File: src/csyn_defines.svh
// constants of the synthesizer serial programming port
// assumes inclusion by bare name from every design file that needs them
`ifndef CSYN_DEFINES_SVH
`define CSYN_DEFINES_SVH

// ****************************************************************
// frame layout
// ****************************************************************
`define CSYN_FRAME_BITS 5'h18
`define CSYN_DATA_W 21
`define CSYN_ADDR_W 3
`define CSYN_PREAMBLE_MIN 3'h5
`define CSYN_ADDR_CTL 3'h6

// ****************************************************************
// control register fields and reset value
// ****************************************************************
`define CSYN_CTL_W 10
`define CSYN_CTL_RESET 10'h020
`define CSYN_BIT_PD_MODE 9
`define CSYN_BIT_FALLBACK 8
`define CSYN_BIT_TO_DOUBLE 7
`define CSYN_BIT_RSVD_B 6
`define CSYN_BIT_RSVD_A 5
`define CSYN_BIT_DUTY 4
`define CSYN_BIT_NS2 3
`define CSYN_BIT_NS1 2
`define CSYN_BIT_NS0 1

// ****************************************************************
// timing: times in microseconds, counts at the core clock rate
// ****************************************************************
`define CSYN_TMR_W 18
`define CSYN_CLK_MHZ 20
`define CSYN_WDOG_TIME_US 2000
`define CSYN_SETTLE_TIME_US 5000
`define CSYN_WDOG_CYCLES (`CSYN_WDOG_TIME_US * `CSYN_CLK_MHZ)
`define CSYN_SETTLE_CYCLES (`CSYN_SETTLE_TIME_US * `CSYN_CLK_MHZ)

`endif

File: src/csyn_pkg.sv
// types shared by the synthesizer serial programming port
// assumes csyn_defines.svh is on the include path
`include "csyn_defines.svh"

package csyn_pkg;

    // serial receiver states, one-hot
    typedef enum logic [2:0] {
        CSYN_LOCKED = 3'b001,
        CSYN_FALL = 3'b010,
        CSYN_RISE = 3'b100
    } csyn_state_t;

    // whole state of the top module
    typedef struct packed {
        csyn_state_t state;
        logic [2:0] pre_cnt;
        logic [23:0] shreg;
        logic [4:0] bit_cnt;
        logic fall_bit;
        logic clk_d;
        logic dat_d;
        logic [`CSYN_CTL_W-1:0] ctl;
        logic [1:0] sel_dec;
        logic ld_stb;
        logic [`CSYN_ADDR_W-1:0] ld_addr;
        logic [`CSYN_DATA_W-1:0] ld_data;
        logic err_stb;
    } csyn_top_st_t;

    // synchroniser state
    typedef struct packed {
        logic meta;
        logic sync;
    } csyn_sync_st_t;

    // timer state
    typedef struct packed {
        logic [`CSYN_TMR_W-1:0] cnt;
        logic done;
    } csyn_tmr_st_t;

endpackage

File: src/csyn_serial_port.sv
// serial programming port and control register of the dual clock
// synthesizer: preamble unlock, pair-coded bits, load, watchdog
// assumes pins arrive asynchronously; register contents other than
// the control register are taken from the load strobe by outside logic
// pins must hold each level three core clocks
// mem_vco_tick pulses at the memory oscillator rate
//
// Function
// - power-down mode bit picks mode one or two
// - fallback bit picks reference or memory clock
// - timeout from memory oscillator, doubled when set
// - duty trim clear shortens output high time
// - per-register prescale: clear two, set four
// - select pins double as serial clock, data
// - no serial programming during power-down
// - five high rising edges then one low
// - every pin transition restarts the watchdog
// - watchdog expiry relocks and discards shifted data
// - selects reach decoder only after watchdog expiry
// - bit is complement on fall, true on rise
// - frame: start, 21 data, 3 address, stop
// - stop without exactly 24 bits is error
// - valid stop loads addressed register, then relocks
// - extra bits past full register give error
// - fallback clock drives video while oscillator settles
`timescale 1ns/1ps
`include "csyn_defines.svh"

module csyn_serial_port #(
    parameter logic [`CSYN_TMR_W-1:0] WDOG_CYCLES =
        `CSYN_TMR_W'(`CSYN_WDOG_CYCLES),
    parameter logic [`CSYN_TMR_W-1:0] SETTLE_CYCLES =
        `CSYN_TMR_W'(`CSYN_SETTLE_CYCLES)
) (
    input wire logic clk,
    input wire logic arst_n,
    input wire logic select_low_serial_clock,
    input wire logic select_high_serial_data,
    input wire logic powerdown_pin_n,
    input wire logic mem_vco_tick,
    output logic [`CSYN_CTL_W-1:0] synth_control,
    output logic [1:0] video_sel,
    output logic load_strobe,
    output logic [`CSYN_ADDR_W-1:0] load_addr,
    output logic [`CSYN_DATA_W-1:0] load_data,
    output logic serial_error,
    output logic serial_unlocked,
    output logic video_fallback_active,
    output logic video_fallback_from_mem,
    output logic powerdown_mode1,
    output logic powerdown_mode2,
    output logic duty_shorten_en,
    output logic [2:0] prescale_by4
);

    // ****************************************************************
    // reset image of the state
    // ****************************************************************

    // reserved bit five comes up set; hosts clear it
    // on their first control write
    localparam csyn_pkg::csyn_top_st_t ST_RST = '{
        state: csyn_pkg::CSYN_LOCKED,
        pre_cnt: 3'h0,
        shreg: 24'h000000,
        bit_cnt: 5'h00,
        fall_bit: 1'b0,
        clk_d: 1'b0,
        dat_d: 1'b0,
        ctl: `CSYN_CTL_RESET,
        sel_dec: 2'h0,
        ld_stb: 1'b0,
        ld_addr: 3'h0,
        ld_data: 21'h000000,
        err_stb: 1'b0
    };

    // ****************************************************************
    // declarations
    // ****************************************************************

    csyn_pkg::csyn_top_st_t st_r; // whole registered state
    csyn_pkg::csyn_top_st_t st_nxt; // next state
    logic sclk_s; // synchronised serial clock / low select
    logic sdat_s; // synchronised serial data / high select
    logic pd_n_s; // synchronised power-down pin, low active
    logic pd_active; // device held in power-down
    logic sclk_rise; // rising edge of serial clock
    logic sclk_fall; // falling edge of serial clock
    logic pin_change; // any transition on either pin
    logic wdog_expired; // one-cycle pulse at watchdog expiry
    logic new_selection; // pins differ from decoded selection
    logic settle_restart; // start oscillator settle interval
    logic settling; // settle interval running

    // ****************************************************************
    // pin synchronisers
    // ****************************************************************

    // two flops per pin keep metastability out;
    // the slow link easily affords the delay
    // serial clock shares the low select pin
    csyn_sync2 u_sync_clk (
        .clk(clk),
        .arst_n(arst_n),
        .pin_in(select_low_serial_clock),
        .level_out(sclk_s)
    );

    // serial data shares the high select pin
    csyn_sync2 u_sync_dat (
        .clk(clk),
        .arst_n(arst_n),
        .pin_in(select_high_serial_data),
        .level_out(sdat_s)
    );

    // power-down pin
    csyn_sync2 u_sync_pd (
        .clk(clk),
        .arst_n(arst_n),
        .pin_in(powerdown_pin_n),
        .level_out(pd_n_s)
    );

    // ****************************************************************
    // edge finding on the synchronised pins
    // ****************************************************************

    // the link clock is slow (hundreds of ns), so sampling is ample
    // a glitch under one clock may be missed
    assign sclk_rise = sclk_s && !st_r.clk_d;
    assign sclk_fall = !sclk_s && st_r.clk_d;
    assign pin_change = (sclk_s ^ st_r.clk_d) | (sdat_s ^ st_r.dat_d);
    // pins read low in reset, so power-down holds
    // the port locked two edges after release
    assign pd_active = !pd_n_s;

    // ****************************************************************
    // watchdog and settle timers
    // ****************************************************************

    // runs from reset, halts at expiry until a pin moves; expiry latches the pins
    // as the selection, starting the settle interval if they changed, and relocks the port
    // counts memory oscillator ticks; any pin move restarts it
    csyn_timer #(
        .LIMIT(WDOG_CYCLES),
        .START_IDLE(1'b0)
    ) u_wdog (
        .clk(clk),
        .arst_n(arst_n),
        .restart(pin_change),
        .tick(mem_vco_tick),
        .double_len(st_r.ctl[`CSYN_BIT_TO_DOUBLE]),
        .expired(wdog_expired),
        .running()
    );

    // a changed selection makes the oscillator retune
    assign new_selection = {sdat_s, sclk_s} != st_r.sel_dec;
    assign settle_restart = wdog_expired && new_selection;

    // settle interval runs on the core clock, not the oscillator
    // limitation: length ignores the doubling bit
    csyn_timer #(
        .LIMIT(SETTLE_CYCLES),
        .START_IDLE(1'b1)
    ) u_settle (
        .clk(clk),
        .arst_n(arst_n),
        .restart(settle_restart),
        .tick(1'b1),
        .double_len(1'b0),
        .expired(),
        .running(settling)
    );

    // ****************************************************************
    // serial receiver and register update
    // ****************************************************************

    // one process computes the whole next state
    always_comb begin
        st_nxt = st_r;
        // strobes last a single cycle
        st_nxt.ld_stb = 1'b0;
        st_nxt.err_stb = 1'b0;
        // pin history for edge finding
        st_nxt.clk_d = sclk_s;
        st_nxt.dat_d = sdat_s;

        // selection moves only once the pins have been quiet
        if (wdog_expired) begin
            st_nxt.sel_dec = {sdat_s, sclk_s};
        end

        // priority: power-down, expiry, then link
        if (pd_active) begin
            // no serial programming while powered down
            st_nxt.state = csyn_pkg::CSYN_LOCKED;
            st_nxt.pre_cnt = 3'h0;
            st_nxt.shreg = '0;
            st_nxt.bit_cnt = '0;
        end else if (wdog_expired) begin
            // quiet too long: relock, drop partial frame
            // silent: a stall is no coding fault
            st_nxt.state = csyn_pkg::CSYN_LOCKED;
            st_nxt.pre_cnt = 3'h0;
            st_nxt.shreg = '0;
            st_nxt.bit_cnt = '0;
        end else begin
            unique case (st_r.state)
                // hunting for the unlock preamble
                // falls mean nothing before start
                csyn_pkg::CSYN_LOCKED: begin
                    if (sclk_rise) begin
                        if (sdat_s) begin
                            // count high edges, saturating
                            if (st_r.pre_cnt != `CSYN_PREAMBLE_MIN) begin
                                st_nxt.pre_cnt = st_r.pre_cnt + 3'h1;
                            end
                        end else if (st_r.pre_cnt == `CSYN_PREAMBLE_MIN)
                        begin
                            // low edge after enough highs: start bit
                            st_nxt.state = csyn_pkg::CSYN_FALL;
                            st_nxt.pre_cnt = 3'h0;
                            st_nxt.shreg = '0;
                            st_nxt.bit_cnt = '0;
                        end else begin
                            // too few highs: begin again
                            st_nxt.pre_cnt = 3'h0;
                        end
                    end
                end
                // waiting for the complement half of a bit
                // a rise here is ignored
                csyn_pkg::CSYN_FALL: begin
                    if (sclk_fall) begin
                        st_nxt.fall_bit = sdat_s;
                        st_nxt.state = csyn_pkg::CSYN_RISE;
                    end
                end
                // waiting for the true half of a bit
                // equal halves: stop or error
                csyn_pkg::CSYN_RISE: begin
                    if (sclk_rise) begin
                        if (st_r.fall_bit != sdat_s) begin
                            if (st_r.bit_cnt == `CSYN_FRAME_BITS) begin
                                // bit past a full register: abort
                                st_nxt.err_stb = 1'b1;
                                st_nxt.state = csyn_pkg::CSYN_LOCKED;
                                st_nxt.shreg = '0;
                                st_nxt.bit_cnt = '0;
                            end else begin
                                // data then address, first bit is msb
                                st_nxt.shreg = {st_r.shreg[22:0],
                                    sdat_s};
                                st_nxt.bit_cnt = st_r.bit_cnt + 5'h01;
                                st_nxt.state = csyn_pkg::CSYN_FALL;
                            end
                        end else if (sdat_s
                            && st_r.bit_cnt == `CSYN_FRAME_BITS) begin
                            // high on both edges: load command
                            st_nxt.ld_stb = 1'b1;
                            st_nxt.ld_data = st_r.shreg[23:3];
                            st_nxt.ld_addr = st_r.shreg[2:0];
                            if (st_r.shreg[2:0] == `CSYN_ADDR_CTL) begin
                                // reserved bits stored as sent
                                st_nxt.ctl =
                                    st_r.shreg[12:3];
                            end
                            st_nxt.state = csyn_pkg::CSYN_LOCKED;
                            st_nxt.shreg = '0;
                            st_nxt.bit_cnt = '0;
                        end else begin
                            // short frame or non-complement low pair
                            st_nxt.err_stb = 1'b1;
                            st_nxt.state = csyn_pkg::CSYN_LOCKED;
                            st_nxt.shreg = '0;
                            st_nxt.bit_cnt = '0;
                        end
                    end
                end
            endcase
        end
    end

    // ****************************************************************
    // state register
    // ****************************************************************

    // single register for the whole state
    // reset loads constants only
    always_ff @(posedge clk or negedge arst_n) begin
        if (!arst_n) begin
            st_r <= ST_RST;
        end else begin
            st_r <= st_nxt;
        end
    end

    // ****************************************************************
    // outputs
    // ****************************************************************

    // loaded words and status straight from flops
    // address and data hold until the next load
    assign synth_control = st_r.ctl;
    assign video_sel = st_r.sel_dec;
    assign load_strobe = st_r.ld_stb;
    assign load_addr = st_r.ld_addr;
    assign load_data = st_r.ld_data;
    assign serial_error = st_r.err_stb;
    assign serial_unlocked = st_r.state != csyn_pkg::CSYN_LOCKED;

    // video clock source while the oscillator retunes
    // the mux itself sits outside this block
    assign video_fallback_active = settling;
    assign video_fallback_from_mem =
        st_r.ctl[`CSYN_BIT_FALLBACK];

    // power-down flavour chosen by the mode bit
    // both flavours low while the pin is released
    assign powerdown_mode1 =
        pd_active && !st_r.ctl[`CSYN_BIT_PD_MODE];
    assign powerdown_mode2 =
        pd_active && st_r.ctl[`CSYN_BIT_PD_MODE];

    // trim enable is the inverse of the stored bit
    // options change in the same cycle as the load strobe,
    // each a plain decode of the register
    assign duty_shorten_en = !st_r.ctl[`CSYN_BIT_DUTY];

    // one prescale choice per video register
    // msb is video register two
    assign prescale_by4 = {st_r.ctl[`CSYN_BIT_NS2],
        st_r.ctl[`CSYN_BIT_NS1], st_r.ctl[`CSYN_BIT_NS0]};

endmodule

File: src/csyn_sync2.sv
// two flip-flop synchroniser for one pin level
// assumes the input is asynchronous to clk
`timescale 1ns/1ps

module csyn_sync2 (
    input wire logic clk,
    input wire logic arst_n,
    input wire logic pin_in,
    output logic level_out
);
    csyn_pkg::csyn_sync_st_t st_r; // meta and output stage
    csyn_pkg::csyn_sync_st_t st_nxt; // next value

    // meta stage feeds only the second flop
    always_comb begin
        st_nxt.meta = pin_in;
        st_nxt.sync = st_r.meta;
    end

    // registers, cleared on reset
    always_ff @(posedge clk or negedge arst_n) begin
        if (!arst_n) begin
            st_r <= '0;
        end else begin
            st_r <= st_nxt;
        end
    end

    assign level_out = st_r.sync;
endmodule

File: src/csyn_timer.sv
// restartable one-shot interval timer with optional doubled length
// assumes restart and tick come from logic on clk
`timescale 1ns/1ps
`include "csyn_defines.svh"

module csyn_timer #(
    parameter logic [`CSYN_TMR_W-1:0] LIMIT = 18'h00010,
    parameter logic START_IDLE = 1'b1
) (
    input wire logic clk,
    input wire logic arst_n,
    input wire logic restart,
    input wire logic tick,
    input wire logic double_len,
    output logic expired,
    output logic running
);
    csyn_pkg::csyn_tmr_st_t st_r; // count and finished flag
    csyn_pkg::csyn_tmr_st_t st_nxt; // next value
    logic [`CSYN_TMR_W-1:0] limit_eff; // length in ticks
    logic fire; // last tick of the interval

    // doubling shifts the limit; width holds twice the longest default
    assign limit_eff = double_len ? {LIMIT[`CSYN_TMR_W-2:0], 1'b0} : LIMIT;
    assign fire = !st_r.done && tick && !restart
        && (st_r.cnt + 18'h00001 >= limit_eff);

    // restart wins over counting
    always_comb begin
        st_nxt = st_r;
        if (restart) begin
            st_nxt.cnt = '0;
            st_nxt.done = 1'b0;
        end else if (fire) begin
            st_nxt.done = 1'b1;
        end else if (!st_r.done && tick) begin
            st_nxt.cnt = st_r.cnt + 18'h00001;
        end
    end

    // registers; idle timers come out of reset already finished
    always_ff @(posedge clk or negedge arst_n) begin
        if (!arst_n) begin
            st_r <= '{cnt: '0, done: START_IDLE};
        end else begin
            st_r <= st_nxt;
        end
    end

    assign expired = fire;
    assign running = !st_r.done;
endmodule

File: config.mk
export PLATFORM = sky130hd
export DESIGN_NAME = csyn_serial_port
export DESIGN_NICKNAME = d
export VERILOG_FILES = /design/src/csyn_pkg.sv /design/src/csyn_serial_port.sv /design/src/csyn_sync2.sv /design/src/csyn_timer.sv
export VERILOG_INCLUDE_DIRS = /design/src
export SDC_FILE = /design/constraint.sdc
export NUM_CORES = 1
export LEC_CHECK = 0
export BUFFER_PORTS_ARGS = -buffer_cell sky130_fd_sc_hd__buf_2
export CAP_MARGIN = 10
export CORE_ASPECT_RATIO = 0.8
export CORE_MARGIN = 2
export CORE_UTILIZATION = 60
export CTS_CLUSTER_DIAMETER = 30
export DETAILED_ROUTE_END_ITERATION = 8
export PLACE_DENSITY = 0.8
export SLEW_MARGIN = 25
export SYNTH_ARGS = -nofsm -noshare
export SYNTH_HDL_FRONTEND = slang
export SYNTH_SLANG_ARGS = --single-unit
File: constraint.sdc
create_clock -name clk -period 10.35 [get_ports clk]
set_input_delay 1.035 -clock clk [delete_from_list [all_inputs] [get_ports clk]]
set_output_delay 1.035 -clock clk [all_outputs]
set_load 0.03 [all_outputs]
==> results of run 1 <==
metrics by stage:
step                power (mW)  area [um2]  util (%)
floorplan                0.557        6330         -
global placement         0.576        6380      62.1
detailed placement       0.583        6390      62.1
CTS                       1.12        6930      67.4
global route              1.15        6950      67.6
finish                    1.12        6950      67.6
final timing paths:
| path | from | endpoint | slack, ps | cells past startpoint |
|---|---|---|---|---|
| max in group asynchronous | arst_n | load_data[8] | 8680 | 2 |
| worst min register to register | u_sync_dat.st_nxt[0] | u_sync_dat.level_out | 350 | 0 |
| worst max register to register | u_wdog.st_r[6] | synth_control[4] | 5780 | 13 |
| worst min-delay path | u_sync_dat.st_nxt[0] | u_sync_dat.level_out | 350 | 0 |
| worst max-delay path | u_wdog.st_r[6] | synth_control[4] | 5780 | 13 |
| min in group asynchronous | arst_n | u_settle.st_r[11] | 630 | 1 |
flip-flops by register name, indices dropped and copies added, names as in the netlist, 2 cells and up:
signal         count
synth_control     10
load_addr          3
st_r              38
load_data         21
video_sel          2
u_wdog.st_r       19
u_settle.st_r     19
cell families after synthesis:
| group | after synthesis | share of synthesized area [%] |
|---|---|---|
| flip-flops | 120 | 47.5 |
| XOR/XNOR | 36 | 4.98 |
| adder cells (fa/ha/maj) | 16 | 3.16 |
| buffers and inverters | 86 | 7.75 |
| AO/OA/AOI/OAI | 100 | 10.1 |
| AND/OR/NAND/NOR | 234 | 18.7 |
| multiplexers | 41 | 7.83 |
worst reg2reg max path, cell delays in order (launching register included):
cell and delay (ps):
dfrtp_1 480, nand3_1 260, or3_4 430, nor3_1 260
xor2_1 120, ha_1 230, a211oi_1 250, o31ai_1 120
a221o_1 330, a211oi_2 340, o21ai_2 80, buf_4 260
or4_1 890, mux2_4 410
cells in the final DEF, fill, tap and decap left out, types with 10 or more instances in the layout:
master	n
inv_1	15
xnor2_1	12
o21ai_0	10
mux2_2	28
nand4_1	11
nand2_1	59
xor2_1	24
mux2_4	10
nor2_1	51
clkbuf_16	17
buf_2	51
ha_1	16
nor3_1	17
dfrtp_1	117
nand3_1	39
a21oi_1	49
per-layer routing:
metal | track usage, % | share of wire (%)
met1 | 32.2 | 44
met2 | 40.9 | 49
met3 | 6.46 | 5.6
met4 | 9.33 | 2.0
met5 | 0 | 0
power groups by stage:
stage	registers [mW]	logic (mW)	clock network (mW)
after floorplan	0.507	0.0499	0
after global placement	0.512	0.0649	0
after detailed placement	0.513	0.0699	0
after CTS	0.505	0.0728	0.542
after global routing	0.508	0.0830	0.562
final	0.506	0.0741	0.536
final cells by class:
cell class / count / area share, %
Clock inverter: 12 / 1.37
Multi-Input combinational cell: 427 / 41.2
Timing Repair Buffer: 57 / 4.38
Tap cell: 140 / 2.52
Sequential cell: 120 / 43.3
Clock buffer: 20 / 6.43
Inverter: 15 / 0.811
==> results.yml, run 1 <==
critical_path:
  cp.arrival_ps: 4860
  cp.buffers_inverters: 1
  path_cells: "nand3_1 > or3_4 > nor3_1 > xor2_1 > ha_1 > a211oi_1 > o31ai_1 > a221o_1 > a211oi_2 > o21ai_2 > buf_4 > or4_1 > mux2_4"
  path_max_fanout: 39
  cp_data_required_time_ps: 10640
  start_kind: "flop"
  cp-end-kind: "flop"
  crit_type: "flop to flop"
  cp_slowest_stage_delay_ps: 880
  cp_slowest_cell: "or4_1"
  path_delay_family: "simple AND/OR/NAND/NOR gates"
floorplan:
  core-area_um2: 10300
  std_cell_rows: 33
  die_y_um: 95.9
  io_pins: 53
  start_util_pct: 61.6
  fp.dieW_um: 119
  dieArea_um2: 11400
synthesis:
  synth_nets: 655
  yosysMostFrequentCell: "dfrtp_1"
  synth_flop_cell: "dfrtp_1"
  synth.avg_cell_area_um2: 10.0
  netlist.area_leader.share_pct: 46.2
  yosysTopAreaCell: "dfrtp_1"
  synthTopCellsByCount: "dfrtp_1, nand2_1, nor2_1"
  yosys-top-cells-area: "dfrtp_1, buf_4, mux2_2, a21oi_1, nand2_1"
  ys_ff_latch: 120
  syn_inst: 633
  synth_cell_types: 60
  synth_area_um2: 6330
  yosysSeqAreaShare_pct: 47.5
  ys_warn_count: 0
  synth-async-reset-ratio_pct: 100
  synth_edf_count: 0
flow_run:
  drv_cap: 0
cells_and_area:
  nFillCells: 773
  sequential_cell_area_um2: 3010
  antenna_cells: 0
  nNetsFinal: 660
  synthToLayoutAreaGrowth_pct: 9.70
  multiInputGateArea_um2: 2860
  final_layout_size_suffix_gt1_share_pct: 22.1
  final_cells: 791
timing:
  hold_viol: 0
  rsz0062_at_grt: "false"
  slew_headroom_pct: 34.5
  finalWorstSetupSlack_ps: 5780
  clock_skew_ps: 13.6
  fmax_ghz: 0.219
  tns_ps: 0
  drv_slew: 0
  min_period_ps: 4570
  min_period_over_period_pct: 44.2
  whs_ps: 348
  worstMarginPinSlew_ps: 983
  final-setup-viol-count: 0
power_and_ir_drop:
  pwr-share-clk_pct: 48.0
  internal_power_mw: 0.823
  swShare_pct: 26.3
  p_per_area_nw_per_um2: 161
  ir_drop_v: 0.000115
  switching_power_mw: 0.293
  combinationalPowerShare_pct: 6.6
  p_seq_share_pct: 45.3
  leakage_nw: 3.15
global_routing:
  grt_max_degree: 78
  grt_usage_pct: 24.9
  grt_pass1_wl_um: 22200
  grt_pass1_vias: 4510
  overflow: 0
  antenna_found_initial: 0
drt:
  drcViolationCount: 0
  routed_wl_um: 13300
  route.detailed.wl_per_inst_um: 16.8
  ant_nets: 0
  first_iter_violations: 439
  viasPerCell: 5.99
  drt_pre_antenna_iters: 5
  vias: 4736
clocking:
  holdBufCountCts: 0
  cts_htree_levels: 4
  cts_sinks: 120
  cts_tree: "built"
  post_cts_buffers: 0
  cts_buffers: 17
  clock-root-buffer: "clkbuf_16"
  cts_resized: 0
  clock_path_buffers: 2
  clk_pin_slew_ps: 60
  clk_latency_ps: 410
placement:
  gp_congestion: 0.849
  place_inst: 759
  place_ws_ps: 5890
  port_buffers: 52
  dpl.hpwl_um: 8360
run_status:
  outcome: "finished clean"
min_path:
  min_path_type: "flop to flop"
No activity file was read; power rests on OpenSTA's default activity.
==> inputs of run 2 (changes only) <==
--- a/config.mk
+++ b/config.mk
@@ -10,10 +10,10 @@
 export CAP_MARGIN = 10
 export CORE_ASPECT_RATIO = 0.8
 export CORE_MARGIN = 2
-export CORE_UTILIZATION = 60
+export CORE_UTILIZATION = 54
 export CTS_CLUSTER_DIAMETER = 30
 export DETAILED_ROUTE_END_ITERATION = 8
-export PLACE_DENSITY = 0.8
+export PLACE_DENSITY = 0.76
 export SLEW_MARGIN = 25
 export SYNTH_ARGS = -nofsm -noshare
 export SYNTH_HDL_FRONTEND = slang
==> constraint.sdc (replaced) <==
create_clock -name clk -period 4.05 [get_ports clk]
set_input_delay 0.405 -clock clk [delete_from_list [all_inputs] [get_ports clk]]
set_output_delay 0.405 -clock clk [all_outputs]
set_load 0.03 [all_outputs]
==> run 2 against run 1 <==
Compared with the run above:
- the flow now finishes with violations (hold timing)
- fmax up 19%
- utilization down 5.7 points
- non-clock buffer count up 9
- power rose to 2.6 times the previous value
- largest cell class unchanged
- largest power group unchanged
==> results.yml, run 2 (synthesis gave the netlist of run 1 again) <==
run_status:
  outcome: "complete, but fails checks"
  violations: "hold timing"
timing:
  min_period_ps: 3840
  clock_skew_ps: 6.95
  fmax_ghz: 0.260
  final-setup-viol-count: 0
  slew_headroom_pct: 51.3
  hold_viol: 12
  rsz0062_at_grt: "false"
  tns_ps: 0
  whs_ps: -11.5
  drv_slew: 0
  min_period_over_period_pct: 94.9
  worstMarginPinSlew_ps: 730
drt:
  drcViolationCount: 0
  highest_layer: "met4"
  ant_nets: 0
  vias: 4736
  first_iter_violations: 412
  dr_wl_met2_um: 6180
  routed_wl_um: 13200
  drt_pre_antenna_iters: 5
  wl_met1_um: 5990
  route.detailed.wl_per_inst_um: 16.3
  viasPerCell: 5.86
  route.met3.wl_um: 707
global_routing:
  overflow: 0
  grt_usage_pct: 21.8
  grt_pass1_wl_um: 22100
  antenna_found_initial: 0
  grt_max_degree: 43
  grt_pass1_vias: 4565
clocking:
  clk_pin_slew_ps: 60
  cts_htree_levels: 4
  cts_sinks: 120
  holdBufCountCts: 0
  clock_path_buffers: 2
  clk_latency_ps: 410
  cts_tree: "built"
  clock-root-buffer: "clkbuf_16"
  cts_buffers: 17
critical_path:
  startpoint: "u_wdog.st_r[1]"
  rr_startpoint: "u_wdog.st_r[1]"
  cp.arrival_ps: 4130
  crit_type: "flop to flop"
  worst-r2r-cell-count: 13
  setup.worst_path.end: "synth_control[2]"
  rrSetupSlack_ps: 210
  r2r_end: "synth_control[2]"
  path_max_fanout: 10
  cp_data_required_time_ps: 4340
  start_kind: "flop"
  cp-end-kind: "flop"
power_and_ir_drop:
  switching_power_mw: 0.732
  p_seq_share_pct: 43.8
  internal_power_mw: 2.22
  ir_drop_v: 0.000296
  p_per_area_nw_per_um2: 416
  swShare_pct: 24.8
  combinationalPowerShare_pct: 6.2
  pwr-share-clk_pct: 50.1
  leakage_nw: 3.23
floorplan:
  std_cell_rows: 35
  io_pins: 53
  die_y_um: 101
  start_util_pct: 55.2
  core-area_um2: 11500
  dieArea_um2: 12600
  fp.dieW_um: 125
placement:
  post_dp_cell_area_um2: 6460
  port_buffers: 52
  gp_congestion: 0.926
  dpl.hpwl_um: 8470
cells_and_area:
  nNetsFinal: 669
  layout_commonest_cell: "dfrtp_1"
  most-common-layout-cells: "dfrtp_1, nand2_1, nor2_1, buf_2, a21oi_1"
  antenna_cells: 0
  fin_area_um2: 7090
  final_layout_size_suffix_gt1_share_pct: 24.1
  max_flop_register: "st_r"
  largest_register_ffs: 38
  synthToLayoutAreaGrowth_pct: 12.0
min_path:
  min_path_type: "primary input to asynchronous set/reset pin"
flow_run:
  drv_cap: 0
==> run 2: cell count changes in the layout (fill, tap and decap cells not counted), sizes merged <==
cell	previous run	this run
bufinv	0	1
clkinv	7	2
clkbuf	20	21
clkinvlp	2	3
buf	57	66
inv	18	20
==> run 2: layout make-up <==
cell class | count | area (um2)
fillers | 927 | 4380
well taps | 148 | 185
repair buffers | 66 | 372
multi-input cells | 427 | 2880
flip-flops and latches | 120 | 3010
clock buffers | 21 | 480
clock inverters | 11 | 110
inverters | 15 | 56.3
==> run 2: through the flow <==
stage	power, mW	hold slack (ps)	setup WS [ps]	std cells	util (%)
final	2.95	-11.5	208	808	61.8
after global placement	1.48	334	311	776	56.3
after detailed placement	1.49	336	175	776	56.3
after global routing	3.08	7.63	19.1	808	61.8
after CTS	2.98	3.57	100	808	61.5
after floorplan	1.42	109	427	633	-
==> run 2: worst max-delay path: stages, from the launching register on <==
cell and delay, ps:
dfrtp_1 450, nand3_2 160, or3_4 460, nor3_2 190, xor2_1 110, ha_1 230
a211oi_1 230, o31ai_1 110, a221o_1 350, a211oi_4 300, o21ai_2 110, or4_1 500
buf_4 220, mux2_4 310
==> run 2: layer usage <==
metal	GRT usage (%)	up-vias
met4	8.21	0
met1	29.3	2318
li1	-	2236
met5	0	-
met3	6.32	34
met2	34.0	148
==> run 2: worst min-delay path by stage <==
| stage | from | to | slack [ps] | cells past startpoint |
|---|---|---|---|---|
| after floorplan | arst_n | load_addr[0] | 110 | 0 |
| after global placement | u_sync_pd.st_nxt[0] | u_sync_pd.level_out | 330 | 0 |
| after detailed placement | u_sync_pd.st_nxt[0] | u_sync_pd.level_out | 340 | 0 |
| after CTS | arst_n | u_wdog.st_r[13] | 4 | 1 |
| after global routing | arst_n | u_wdog.st_r[9] | 8 | 1 |
| final | arst_n | u_wdog.st_r[9] | -10 | 1 |
==> run 2: what timing repair did <==
| action | 4_1_cts | 5_1_grt |
|---|---|---|
| endpoints found under the setup margin | 0 | 34 |
| gates resized for setup | 0 | 7 |
| setup buffers | 0 | 0 |
| hold endpoints to repair | 0 | 0 |
==> run 2: power groups by stage <==
stage / Clock [mW] / Combinational (mW) / Sequential [mW]
3_3_place_gp: 0 / 0.172 / 1.31
5_1_grt: 1.57 / 0.213 / 1.30
2_1_floorplan: 0 / 0.128 / 1.29
4_1_cts: 1.50 / 0.183 / 1.29
3_5_place_dp: 0 / 0.180 / 1.31
6_report: 1.48 / 0.181 / 1.29
